`config.mk`:
```
export PLATFORM = sky130hd
export DESIGN_NAME = iic_irq_ctrl
export DESIGN_NICKNAME = d
export VERILOG_FILES = /design/src/hw/iic_pkg.sv /design/src/hw/iic_irq_ctrl.sv /design/src/hw/iic_sticky.sv /design/src/hw/iic_sync2.sv
export SDC_FILE = /design/constraint.sdc
export NUM_CORES = 1
export LEC_CHECK = 0
export BUFFER_PORTS_ARGS = -buffer_cell sky130_fd_sc_hd__buf_4
export CAP_MARGIN = 30
export CORE_MARGIN = 2
export CORE_UTILIZATION = 40
export CTS_CLUSTER_DIAMETER = 50
export DETAILED_ROUTE_END_ITERATION = 12
export PLACE_DENSITY = 0.76
export SLEW_MARGIN = 40
export SYNTH_ARGS = -nofsm -noshare
export SYNTH_HDL_FRONTEND = slang
export SYNTH_SLANG_ARGS = --single-unit
```
`constraint.sdc`:
```
create_clock -name clk -period 1.6 [get_ports clk]
set_input_delay 0.16 -clock clk [delete_from_list [all_inputs] [get_ports clk]]
set_output_delay 0.16 -clock clk [all_outputs]
set_load 0.01 [all_outputs]
```
`src/hw/iic_pkg.sv`:
```
// constants and register map of the serial bus interrupt-clear slice
package iic_pkg;
    // register byte addresses
    localparam logic [31:0] ADDR_IRQ_MASK     = 32'h5000_1330;
    localparam logic [31:0] ADDR_IRQ_STATUS   = 32'h5000_1334;
    localparam logic [31:0] ADDR_ACT_CLR      = 32'h5000_135c;
    localparam logic [31:0] ADDR_STOP_CLR     = 32'h5000_1360;
    localparam logic [31:0] ADDR_START_CLR    = 32'h5000_1364;
    localparam logic [31:0] ADDR_BCAST_CLR    = 32'h5000_1368;
    localparam logic [31:0] ADDR_ENABLE       = 32'h5000_136c;

    // widths
    localparam int          REG_W             = 16;
    localparam int          IRQ_W             = 12;
    localparam int          NUM_FLAGS         = 5;

    // raw interrupt status bit positions
    localparam int          RAW_TXABRT_BIT    = 6;
    localparam int          RAW_ACT_BIT       = 8;
    localparam int          RAW_STOP_BIT      = 9;
    localparam int          RAW_START_BIT     = 10;
    localparam int          RAW_BCAST_BIT     = 11;

    // flag index of each sticky flag instance
    localparam int          FLG_ACT           = 0;
    localparam int          FLG_STOP          = 1;
    localparam int          FLG_START         = 2;
    localparam int          FLG_BCAST         = 3;
    localparam int          FLG_TXABRT        = 4;

    // enable and clear register fields
    localparam int          EN_CTRL_BIT       = 0;
    localparam int          EN_ABORT_BIT      = 1;
    localparam int          CLR_VALUE_BIT     = 0;

    // reset values
    localparam logic [REG_W-1:0] ENABLE_RESET = 16'h0000;
    localparam logic [IRQ_W-1:0] MASK_RESET   = 12'h000;
    localparam logic             PIN_IDLE     = 1'b1;

    // enable and disable take effect this many core clocks after the write
    localparam int          ENABLE_LATENCY    = 2;
endpackage : iic_pkg

```
`src/hw/iic_irq_ctrl.sv`:
```
// interrupt-clear registers, enable and abort control of the serial bus
//
// Contract
// RULE1: activity clear read works only when inactive
// RULE2: activity flag self-clears when disabled and idle
// RULE3: activity clear read returns activity flag
// RULE4: stop clear read clears stop flag
// RULE5: start clear read clears start flag
// RULE6: broadcast clear read clears broadcast flag
// RULE7: writing abort bit requests master abort
// RULE8: abort write ignored unless already enabled
// RULE9: abort bit sticks, reads one meanwhile
// RULE10: abort finishes transfer, stops, flushes, interrupts
// RULE11: abort bit self-clears when abort done
// RULE12: disabled holds both fifos flushed
// RULE13: masked status holds after disable until idle
// RULE14: disable while sending: finish, stop, discard
// RULE15: disable while receiving: stop, nack byte
// RULE16: enable change acts two clocks after write
// RULE17: busy flags define controller activity
// RULE18: clear registers touch one flag, read-only
`timescale 1ns/1ps
module iic_irq_ctrl
    import iic_pkg::*;
(
    input  wire logic        clk,
    input  wire logic        resetn,
    // apb slave
    input  wire logic        psel,
    input  wire logic        penable,
    input  wire logic        pwrite,
    input  wire logic [31:0] paddr,
    input  wire logic [31:0] pwdata,
    output logic      [31:0] prdata,
    output logic             pready,
    output logic             pslverr,
    // serial bus pins, sampled only
    input  wire logic        scl_in,
    input  wire logic        sda_in,
    // controller core, same clock
    input  wire logic        master_busy_flag,
    input  wire logic        slave_busy_flag,
    input  wire logic        broadcast_call_irq,
    // controls toward the core
    output logic             ctrl_enabled,
    output logic             abort_request,
    output logic             stop_request,
    output logic             tx_fifo_flush,
    output logic             rx_fifo_flush,
    output logic             finish_then_stop,
    output logic             rx_nack_stop,
    output logic [iic_pkg::IRQ_W-1:0] masked_irq_status,
    output logic             irq
);
    import iic_pkg::*;

    // ---------------- apb decode ----------------
    logic                 pready_q;
    logic                 pslverr_q;
    logic [31:0]          prdata_q;
    wire                  setup_w;
    wire                  done_w;
    wire                  wr_w;
    wire                  rd_w;
    wire                  hit_mask;
    wire                  hit_status;
    wire                  hit_act;
    wire                  hit_stop;
    wire                  hit_start;
    wire                  hit_bcast;
    wire                  hit_enable;
    wire                  hit_any;

    // zero wait state: pready rises in the first access cycle
    assign setup_w    = psel & ~penable;
    assign done_w     = psel & penable & pready_q;
    assign wr_w       = done_w & pwrite;
    assign rd_w       = done_w & ~pwrite;
    assign hit_mask   = (paddr == ADDR_IRQ_MASK);
    assign hit_status = (paddr == ADDR_IRQ_STATUS);
    assign hit_act    = (paddr == ADDR_ACT_CLR);
    assign hit_stop   = (paddr == ADDR_STOP_CLR);
    assign hit_start  = (paddr == ADDR_START_CLR);
    assign hit_bcast  = (paddr == ADDR_BCAST_CLR);
    assign hit_enable = (paddr == ADDR_ENABLE);
    assign hit_any    = hit_mask | hit_status | hit_act | hit_stop
                      | hit_start | hit_bcast | hit_enable;

    // ---------------- pin monitor ----------------
    logic                 scl_s;
    logic                 sda_s;
    logic                 sda_prev_q;
    logic                 bus_busy_q;
    wire                  start_seen_irq_w;
    wire                  stop_seen_irq_w;

    iic_sync2 #(
        .RESET_VAL (PIN_IDLE)
    ) u_sync_scl (
        .clk      (clk),
        .resetn   (resetn),
        .async_in (scl_in),
        .sync_out (scl_s)
    );

    iic_sync2 #(
        .RESET_VAL (PIN_IDLE)
    ) u_sync_sda (
        .clk      (clk),
        .resetn   (resetn),
        .async_in (sda_in),
        .sync_out (sda_s)
    );

    // data edge while the bus clock is high marks start or stop
    assign start_seen_irq_w = scl_s & sda_prev_q & ~sda_s;
    assign stop_seen_irq_w  = scl_s & ~sda_prev_q & sda_s;

    // bus stays busy from a start until the matching stop
    always_ff @(posedge clk) begin
        if (!resetn) begin
            sda_prev_q <= PIN_IDLE;
            bus_busy_q <= 1'b0;
        end else begin
            sda_prev_q <= sda_s;
            bus_busy_q <= start_seen_irq_w | (bus_busy_q & ~stop_seen_irq_w);
        end
    end

    // ---------------- enable and abort ----------------
    logic                 enable_q;
    logic                 abort_q;
    logic                 abort_seen_q;
    logic [ENABLE_LATENCY-1:0] en_pipe_q;
    wire                  en_eff_w;
    wire                  en_next_w;
    wire                  active_w;
    wire                  en_wr_w;
    wire                  abort_set_w;
    wire                  abort_done_w;
    wire                  enable_d;
    wire                  abort_d;

    // state machines or the bus itself keep the controller active
    assign active_w  = master_busy_flag | slave_busy_flag
                     | bus_busy_q;                          // [RULE17]
    assign en_eff_w  = en_pipe_q[ENABLE_LATENCY-1];
    assign en_next_w = en_pipe_q[ENABLE_LATENCY-2];
    assign en_wr_w   = wr_w & hit_enable;
    // abort accepted only if enable was set before this write
    assign abort_set_w  = en_wr_w & pwdata[EN_ABORT_BIT]
                        & enable_q;                         // [RULE7] [RULE8]
    // done once the master machine is back at idle after the abort
    assign abort_done_w = abort_q & abort_seen_q
                        & ~master_busy_flag;                // [RULE10]
    assign enable_d = en_wr_w ? pwdata[EN_CTRL_BIT] : enable_q;
    // a zero write cannot clear abort; only completion does
    assign abort_d  = abort_set_w
                    | (abort_q & ~abort_done_w);            // [RULE9] [RULE11]

    always_ff @(posedge clk) begin
        if (!resetn) begin
            enable_q     <= ENABLE_RESET[EN_CTRL_BIT];
            abort_q      <= ENABLE_RESET[EN_ABORT_BIT];
            abort_seen_q <= 1'b0;
        end else begin
            enable_q     <= enable_d;
            abort_q      <= abort_d;
            abort_seen_q <= abort_q & ~abort_done_w;
        end
    end

    // enable reaches the core through a fixed two-stage delay
    always_ff @(posedge clk) begin
        if (!resetn) begin
            en_pipe_q <= '0;
        end else begin
            en_pipe_q <= {en_pipe_q[ENABLE_LATENCY-2:0],
                          enable_q};                        // [RULE16]
        end
    end

    // ---------------- sticky interrupt flags ----------------
    logic [NUM_FLAGS-1:0] flg_set;
    logic [NUM_FLAGS-1:0] flg_clr;
    logic [NUM_FLAGS-1:0] flg_q;
    logic [IRQ_W-1:0]     raw_w;
    logic [IRQ_W-1:0]     mask_q;
    logic [IRQ_W-1:0]     w1c_w;
    wire                  status_wr_w;
    wire                  auto_act_clr_w;

    assign status_wr_w = wr_w & hit_status;
    assign w1c_w       = status_wr_w ? pwdata[IRQ_W-1:0] : '0;
    // disabled and quiet: hardware drops activity on its own
    assign auto_act_clr_w = ~en_eff_w & ~active_w;          // [RULE2]

    // each clear register reaches its own flag only
    assign flg_set[FLG_ACT]    = active_w;
    assign flg_clr[FLG_ACT]    = (rd_w & hit_act) | auto_act_clr_w
                               | w1c_w[RAW_ACT_BIT];        // [RULE1] [RULE18]
    assign flg_set[FLG_STOP]   = stop_seen_irq_w;
    assign flg_clr[FLG_STOP]   = (rd_w & hit_stop)
                               | w1c_w[RAW_STOP_BIT];       // [RULE4]
    assign flg_set[FLG_START]  = start_seen_irq_w;
    assign flg_clr[FLG_START]  = (rd_w & hit_start)
                               | w1c_w[RAW_START_BIT];      // [RULE5]
    assign flg_set[FLG_BCAST]  = broadcast_call_irq;
    assign flg_clr[FLG_BCAST]  = (rd_w & hit_bcast)
                               | w1c_w[RAW_BCAST_BIT];      // [RULE6]
    assign flg_set[FLG_TXABRT] = abort_done_w;              // [RULE10]
    assign flg_clr[FLG_TXABRT] = w1c_w[RAW_TXABRT_BIT];

    // set wins inside each flag, so activity cannot clear while busy
    genvar gi;
    generate
        for (gi = 0; gi < NUM_FLAGS; gi++) begin : g_flag
            iic_sticky u_flag (
                .clk    (clk),
                .resetn (resetn),
                .set    (flg_set[gi]),
                .clr    (flg_clr[gi]),
                .flag_q (flg_q[gi])
            );
        end
    endgenerate

    // raw status layout, unimplemented bits read zero
    always_comb begin
        raw_w                 = '0;
        raw_w[RAW_ACT_BIT]    = flg_q[FLG_ACT];
        raw_w[RAW_STOP_BIT]   = flg_q[FLG_STOP];
        raw_w[RAW_START_BIT]  = flg_q[FLG_START];
        raw_w[RAW_BCAST_BIT]  = flg_q[FLG_BCAST];
        raw_w[RAW_TXABRT_BIT] = flg_q[FLG_TXABRT];
    end

    // mask register, same layout as raw status
    always_ff @(posedge clk) begin
        if (!resetn) begin
            mask_q <= MASK_RESET;
        end else if (wr_w & hit_mask) begin
            mask_q <= pwdata[IRQ_W-1:0];
        end
    end

    // ---------------- read data ----------------
    logic [31:0]          rd_data_w;
    logic [REG_W-1:0]     enable_rd_w;
    logic [REG_W-1:0]     act_rd_w;
    logic [REG_W-1:0]     stop_rd_w;
    logic [REG_W-1:0]     start_rd_w;
    logic [REG_W-1:0]     bcast_rd_w;

    // clear registers show the flag in bit 0, reserved bits zero
    always_comb begin
        enable_rd_w               = '0;
        enable_rd_w[EN_CTRL_BIT]  = enable_q;
        enable_rd_w[EN_ABORT_BIT] = abort_q;                // [RULE9]
        act_rd_w                  = '0;
        act_rd_w[CLR_VALUE_BIT]   = flg_q[FLG_ACT];         // [RULE3]
        stop_rd_w                 = '0;
        stop_rd_w[CLR_VALUE_BIT]  = flg_q[FLG_STOP];
        start_rd_w                = '0;
        start_rd_w[CLR_VALUE_BIT] = flg_q[FLG_START];
        bcast_rd_w                = '0;
        bcast_rd_w[CLR_VALUE_BIT] = flg_q[FLG_BCAST];       // [RULE18]
    end

    assign rd_data_w =
        hit_enable ? {16'h0000, enable_rd_w} :
        hit_act    ? {16'h0000, act_rd_w}    :
        hit_stop   ? {16'h0000, stop_rd_w}   :
        hit_start  ? {16'h0000, start_rd_w}  :
        hit_bcast  ? {16'h0000, bcast_rd_w}  :
        hit_mask   ? {20'h00000, mask_q}     :
        hit_status ? {20'h00000, raw_w}      :
                     32'h0000_0000;

    // answer is fixed in setup; unmapped addresses get an error
    always_ff @(posedge clk) begin
        if (!resetn) begin
            pready_q  <= 1'b0;
            pslverr_q <= 1'b0;
            prdata_q  <= 32'h0000_0000;
        end else begin
            pready_q  <= setup_w;
            pslverr_q <= setup_w & ~hit_any;
            prdata_q  <= (setup_w & ~pwrite) ? rd_data_w : 32'h0000_0000;
        end
    end

    assign prdata  = prdata_q;
    assign pready  = pready_q;
    assign pslverr = pslverr_q;

    // ---------------- core controls ----------------
    logic                 ctrl_enabled_q;
    logic                 abort_request_q;
    logic                 stop_request_q;
    logic                 tx_flush_q;
    logic                 rx_flush_q;
    logic                 finish_stop_q;
    logic                 rx_nack_q;
    logic [IRQ_W-1:0]     masked_q;
    logic                 irq_q;
    wire  [IRQ_W-1:0]     masked_d;
    wire                  hold_status_w;

    // after disable the masked bits stay until the core is idle
    assign hold_status_w = en_eff_w | active_w;             // [RULE13]
    assign masked_d = (raw_w & mask_q) & {IRQ_W{hold_status_w}};

    // controls use the pipe stage one ahead so they line up with enable
    always_ff @(posedge clk) begin
        if (!resetn) begin
            ctrl_enabled_q  <= 1'b0;
            abort_request_q <= 1'b0;
            stop_request_q  <= 1'b0;
            tx_flush_q      <= 1'b1;
            rx_flush_q      <= 1'b1;
            finish_stop_q   <= 1'b0;
            rx_nack_q       <= 1'b0;
            masked_q        <= '0;
            irq_q           <= 1'b0;
        end else begin
            ctrl_enabled_q  <= en_next_w;                   // [RULE16]
            abort_request_q <= abort_q;                     // [RULE7]
            stop_request_q  <= abort_q & master_busy_flag;  // [RULE10]
            // flush held while disabled; transmit flush also pulsed when an abort ends
            tx_flush_q      <= ~en_next_w | abort_done_w;   // [RULE12] [RULE14]
            rx_flush_q      <= ~en_next_w;                  // [RULE12]
            finish_stop_q   <= ~en_next_w & master_busy_flag; // [RULE14]
            rx_nack_q       <= ~en_next_w & slave_busy_flag;  // [RULE15]
            masked_q        <= masked_d;
            irq_q           <= |masked_d;
        end
    end

    assign ctrl_enabled      = ctrl_enabled_q;
    assign abort_request     = abort_request_q;
    assign stop_request      = stop_request_q;
    assign tx_fifo_flush     = tx_flush_q;
    assign rx_fifo_flush     = rx_flush_q;
    assign finish_then_stop  = finish_stop_q;
    assign rx_nack_stop      = rx_nack_q;
    assign masked_irq_status = masked_q;
    assign irq               = irq_q;
endmodule // iic_irq_ctrl

```
`src/hw/iic_sticky.sv`:
```
// sticky interrupt flag, a set in the clear cycle wins
`timescale 1ns/1ps
module iic_sticky (
    input  wire logic clk,
    input  wire logic resetn,
    input  wire logic set,
    input  wire logic clr,
    output logic      flag_q
);
    logic flag_d;

    // set beats clear so an event in the clearing cycle is kept
    assign flag_d = set | (flag_q & ~clr);

    always_ff @(posedge clk) begin
        if (!resetn) begin
            flag_q <= 1'b0;
        end else begin
            flag_q <= flag_d;
        end
    end
endmodule // iic_sticky

```
`src/hw/iic_sync2.sv`:
```
// two flip-flop synchroniser for one pin level
`timescale 1ns/1ps
module iic_sync2 #(
    parameter logic RESET_VAL = 1'b1
) (
    input  wire logic clk,
    input  wire logic resetn,
    input  wire logic async_in,
    output logic      sync_out
);
    logic meta_q;

    // first stage is read only by the second stage
    always_ff @(posedge clk) begin
        if (!resetn) begin
            meta_q   <= RESET_VAL;
            sync_out <= RESET_VAL;
        end else begin
            meta_q   <= async_in;
            sync_out <= meta_q;
        end
    end
endmodule // iic_sync2

```
# Word level (Yosys, flattened, before mapping)
# Index checks and enable logic that the tools add are counted.
[word_totals]
wordCells = 124
register_bits = 82
output_inout_bits = 54
[classes]
n_bitwise = 75
n_reduce_logical = 4
eq_ne = 7
n_mux = 8
[op_table]
columns = ["op", "count"]
rows = [
  ["$eq A32 B31 Y1 const B", 7],
  ["$mux W12", 3],
  ["$and A1 B1 Y1", 33],
  ["$and A12 B12 Y12", 2],
  ["$or A1 B1 Y1", 22],
  ["$not A1 Y1", 18],
  ["$reduce_or A12 Y1", 1],
  ["$mux W2", 5],
  ["$reduce_or A8 Y1", 1],
  ["$reduce_or A7 Y1", 1],
  ["$reduce_and A2 Y1", 1],
]

# Depth between registers and ports, before layout
[logic_depth]
ltp_word = 9
depth_mapped = 6
ltp_nobuf = 5

# Modules after synthesis
# A second synthesis with hierarchy kept.
[unflattened]
cells_unflattened = 254
hier_area_um2 = 2453.6
[modules_own_cells]
columns = ["module", "cells_each", "area_each_um2", "instances", "seq_area_each_um2"]
rows = [
  ["iic_irq_ctrl", 231, 2142.1, 1, 900.9],
  ["iic_sticky", 3, 41.3, 5, 20.0],
  ["iic_sync2", 4, 52.6, 2, 40.0],
]

# Worst setup path before layout
# OpenSTA, ideal clock, no wires.
[synth_timing]
path_type = "reg2reg"
start = "register pready_q, in the netlist pready"
end = "register mask_q[10]"
path_stages_with_launch = 7
required_ns = 1.484
setup_ns = 0.116
path_slack_ns = -0.060
arrival_time_ns = 1.544
path_cell_list = "dfxtp_1 > and4_1 > nand3b_2 > nor4_4 > buf_6 > mux2i_1 > nor2b_1"
[synth_between]
elab_chain_cells = 3
[synth_lines]
columns = ["item", "line_no", "source"]
rows = [
  ["from (decl)", "iic_irq_ctrl.sv:58", "logic pready_q;"],
  ["from (signal assigned)", "iic_irq_ctrl.sv:287", "pready_q <= setup_w;"],
  ["$and A1 B1 Y1", "iic_irq_ctrl.sv:76", "assign done_w = psel & penable & pready_q;"],
  ["$and A1 B1 Y1", "iic_irq_ctrl.sv:77", "assign wr_w = done_w & pwrite;"],
  ["$and A1 B1 Y1", "iic_irq_ctrl.sv:242", "end else if (wr_w & hit_mask) begin"],
  ["to (signal assigned)", "iic_irq_ctrl.sv:243", "mask_q <= pwdata[IRQ_W-1:0];"],
  ["to (decl)", "iic_irq_ctrl.sv:188", "logic [IRQ_W-1:0] mask_q;"],
]
# No other way between the ends.
# A chain may end at the register's enable or synchronous reset.

# Worst setup path after layout
# Ends and elaborated chain as after synthesis.

==> results_dict.tcl <==
set metrics [dict create \
    post_drt_wl_per_cell_um 12.8 \
    hold_start "scl_in" \
    ff2ff_setup_slack_ns 0.07 \
    fin_ws_ns 0.0715 \
    layout-drive-gt1-share 0.361 \
    synth_edf_count 0 \
    cts_tree "built" \
    r2r_start "pready$_SDFF_PN0_" \
    cts_buffer_depth 2 \
    portBuffers 80 \
    fin_util 0.553 \
    first_pass_iters 4 \
    hold_ws_ns 0.0344 \
    synth_ff_type "dfxtp_1" \
    fin_setup_tns_ns 0 \
    reg2reg_depth 7 \
    ys_ff_latch 54 \
    die_h_um 80.9 \
    skew_ns 0.00751 \
    placed_area_mm2 0.00305 \
    drc_errors 0 \
    cts.htree.levels 2 \
    antenna_found_initial 0 \
    drtIter0Drc 85 \
    stdcell_count 413 \
    worst_setup_path_start_kind "register" \
    yosysWarnings 0 \
    syn_inst 242 \
    die_w_um 80.9 \
    synth_top_area_frac 0.457 \
    finalSetupViolations 0 \
    grt_first_pass_wirelength_um 8360 \
    synth_common_cells "54 x dfxtp_1, 28 x buf_4, 18 x mux2i_1, 18 x nor2_1, 15 x nand2_1" \
    ant_nets 0 \
    whs_endpoint "u_sync_scl.meta_q$_SDFF_PN1_" \
    antenna-diode-count 0 \
    dieArea_mm2 0.00655 \
    num_vias 1940 \
    cp_max_fo 6 \
    hpwl_um 4000 \
    gp_congestion 0.831 \
    p_leak_nw 1.44 \
    status "finished clean" \
    cts_buffers 5 \
    start_util 0.407 \
    ios 128 \
    finalNetCount 411 \
    rows 28 \
    cts_root_buf "clkbuf_8" \
    syn_to_final_growth_pct 35.9 \
    min_period_over_period 0.955 \
    p_total_mw 2.58 \
    async_reset_ff_frac 0 \
    drt-vias-per-instance 4.70 \
    required_ns 1.81 \
    grt_max_degree 32 \
    crit_type "register to register" \
    end_kind "register" \
    hold_path_depth 2 \
    cts_num_sinks 54 \
    ys_types 47 \
    grt-ovfl-total 0 \
    drv_slew 0 \
    placed_cells 402 \
    drv_cap 0 \
    postSynthAreaPerCell_um2 9.78 \
    ys_seq_area_frac 0.457 \
    final.min_clock_period_ns 1.53 \
    timing.final.hold_violations 0 \
    irDropWorstVdd_v 0.000502 \
    netlist_area_mm2 0.00237 \
    cts.clk_slew.worst_paths_ns 0.10 \
    arrival_ns 1.73 \
    path_cells "and4_4 > nand3b_2 > nor4_4 > buf_4 > clkbuf_16 > mux2i_1 > nor2b_1" \
    coreArea_mm2 0.00582 \
    synth_most_common_cell "dfxtp_1" \
    p_per_area_mw_per_mm2 803 \
    final_area_mm2 0.00321 \
    grtUsageTotal 0.162 \
    synth_area_leader_cell "dfxtp_1" \
    cp_slowest_stage_delay_ns 0.34 \
    fill_cells 532 \
    worstReg2RegEnd "mask_q[10]$_SDFFE_PN0P_" \
    post-place-ws_ns -0.148 \
    fmax_mhz 654 \
    synthTopCellsByArea "dfxtp_1 46%, buf_4 8.9%, mux2i_1 7.6%" \
    cp_slowest_cell "dfxtp_2" \
    grt_pass1_vias 1860 \
    hold_path_class "primary input to register" \
    wl_um 5290 \
    clk_latency_ns 0.31 \
]
==> worst max-delay path, delay by kind of cell (launching register included) <==
family / cells / cell delay (ns)
multiplexers: 1 / 0.20
AND/OR/NAND/NOR: 4 / 0.56
flip-flops: 1 / 0.34
buffers and inverters: 2 / 0.33
==> state kept, by name, indices dropped and copies added, names as in the netlist, 2 cells and up <==
signal / cells
mask_q: 12
prdata: 12
masked_irq_status: 5
en_pipe_q: 2
g_flag.u_flag.flag_q: 5
==> where the power goes <==
group,leakage (nW),internal (mW),total (mW),switching [mW]
clock network,0.0618,0.515,0.961,0.446
logic,0.940,0.134,0.250,0.116
registers,0.438,1.36,1.37,0.0113
total,1.44,2.01,2.58,0.573
==> area by class of cell <==
class                   instances  area, um^2  share of cell area
clock buffers                   6        82.6              0.0257
clock inverters                 2        38.8              0.0121
inverters                       8        30.0             0.00934
multi-input cells             172        1140               0.353
flip-flops and latches         54        1080               0.337
well taps                      75        93.8              0.0292
repair buffers                 96         751               0.234
==> layout by cell type (no fill, tap or decap), types with 2 or more instances in the layout <==
cell type   n
and3b_1     2
a31oi_1     2
nand2_1    15
mux2i_1    18
or3_1       2
clkbuf_8    6
nor2b_1    14
and2_1      2
nor3_1      5
nand2b_1    7
nand4_1     5
nor4_2      2
nor4_1      2
dfxtp_1    53
nor3b_2     4
conb_1     27
o32ai_1     2
o211a_1     3
and3_1      2
buf_4      94
a21oi_1     5
nor3b_1     2
nand3_1     5
nor2_1     18
inv_1       8
nand3b_1    4
o21ai_0     4
==> how the worst max path moves through the flow <==
stage	startpoint	end	slack, ns	cells past startpoint
2_1_floorplan	paddr[13]	mask_q[10]$_SDFFE_PN0P_	0.0003	6
3_3_place_gp	paddr[13]	mask_q[2]$_SDFFE_PN0P_	-0.11	7
3_5_place_dp	paddr[13]	mask_q[6]$_SDFFE_PN0P_	-0.15	7
4_1_cts	pready$_SDFF_PN0_	mask_q[3]$_SDFFE_PN0P_	0.03	6
5_1_grt	pready$_SDFF_PN0_	mask_q[10]$_SDFFE_PN0P_	-0.01	7
6_report	pready$_SDFF_PN0_	mask_q[10]$_SDFFE_PN0P_	0.07	7
==> layer usage <==
layer / track usage / up-vias / share of wire
met5: 0 / - / 0
met4: 0.0254 / 0 / 0.0038
met3: 0.0400 / 4 / 0.067
met2: 0.281 / 68 / 0.49
met1: 0.207 / 893 / 0.44
li1: - / 975 / -
==> cell families (layout without fill, tap and decap cells) <==
group | after synthesis | in the layout | share of synthesized area
other cells | 1 | 27 | 0.00158
compound gates | 23 | 23 | 0.0682
mux | 18 | 18 | 0.0761
flops | 54 | 54 | 0.457
simple gates | 104 | 104 | 0.283
buf+inv | 42 | 112 | 0.114
==> what timing repair did <==
action                                  in CTS  in global routing
cloned                                       0                  1
endpoints found under the setup margin       1                 12
buffers inserted                             0                  2
endpoints found under the hold margin        0                  0
hold buffers                                 0                  0
resized for setup                            1                  2
No activity file was read; power rests on OpenSTA's default activity.
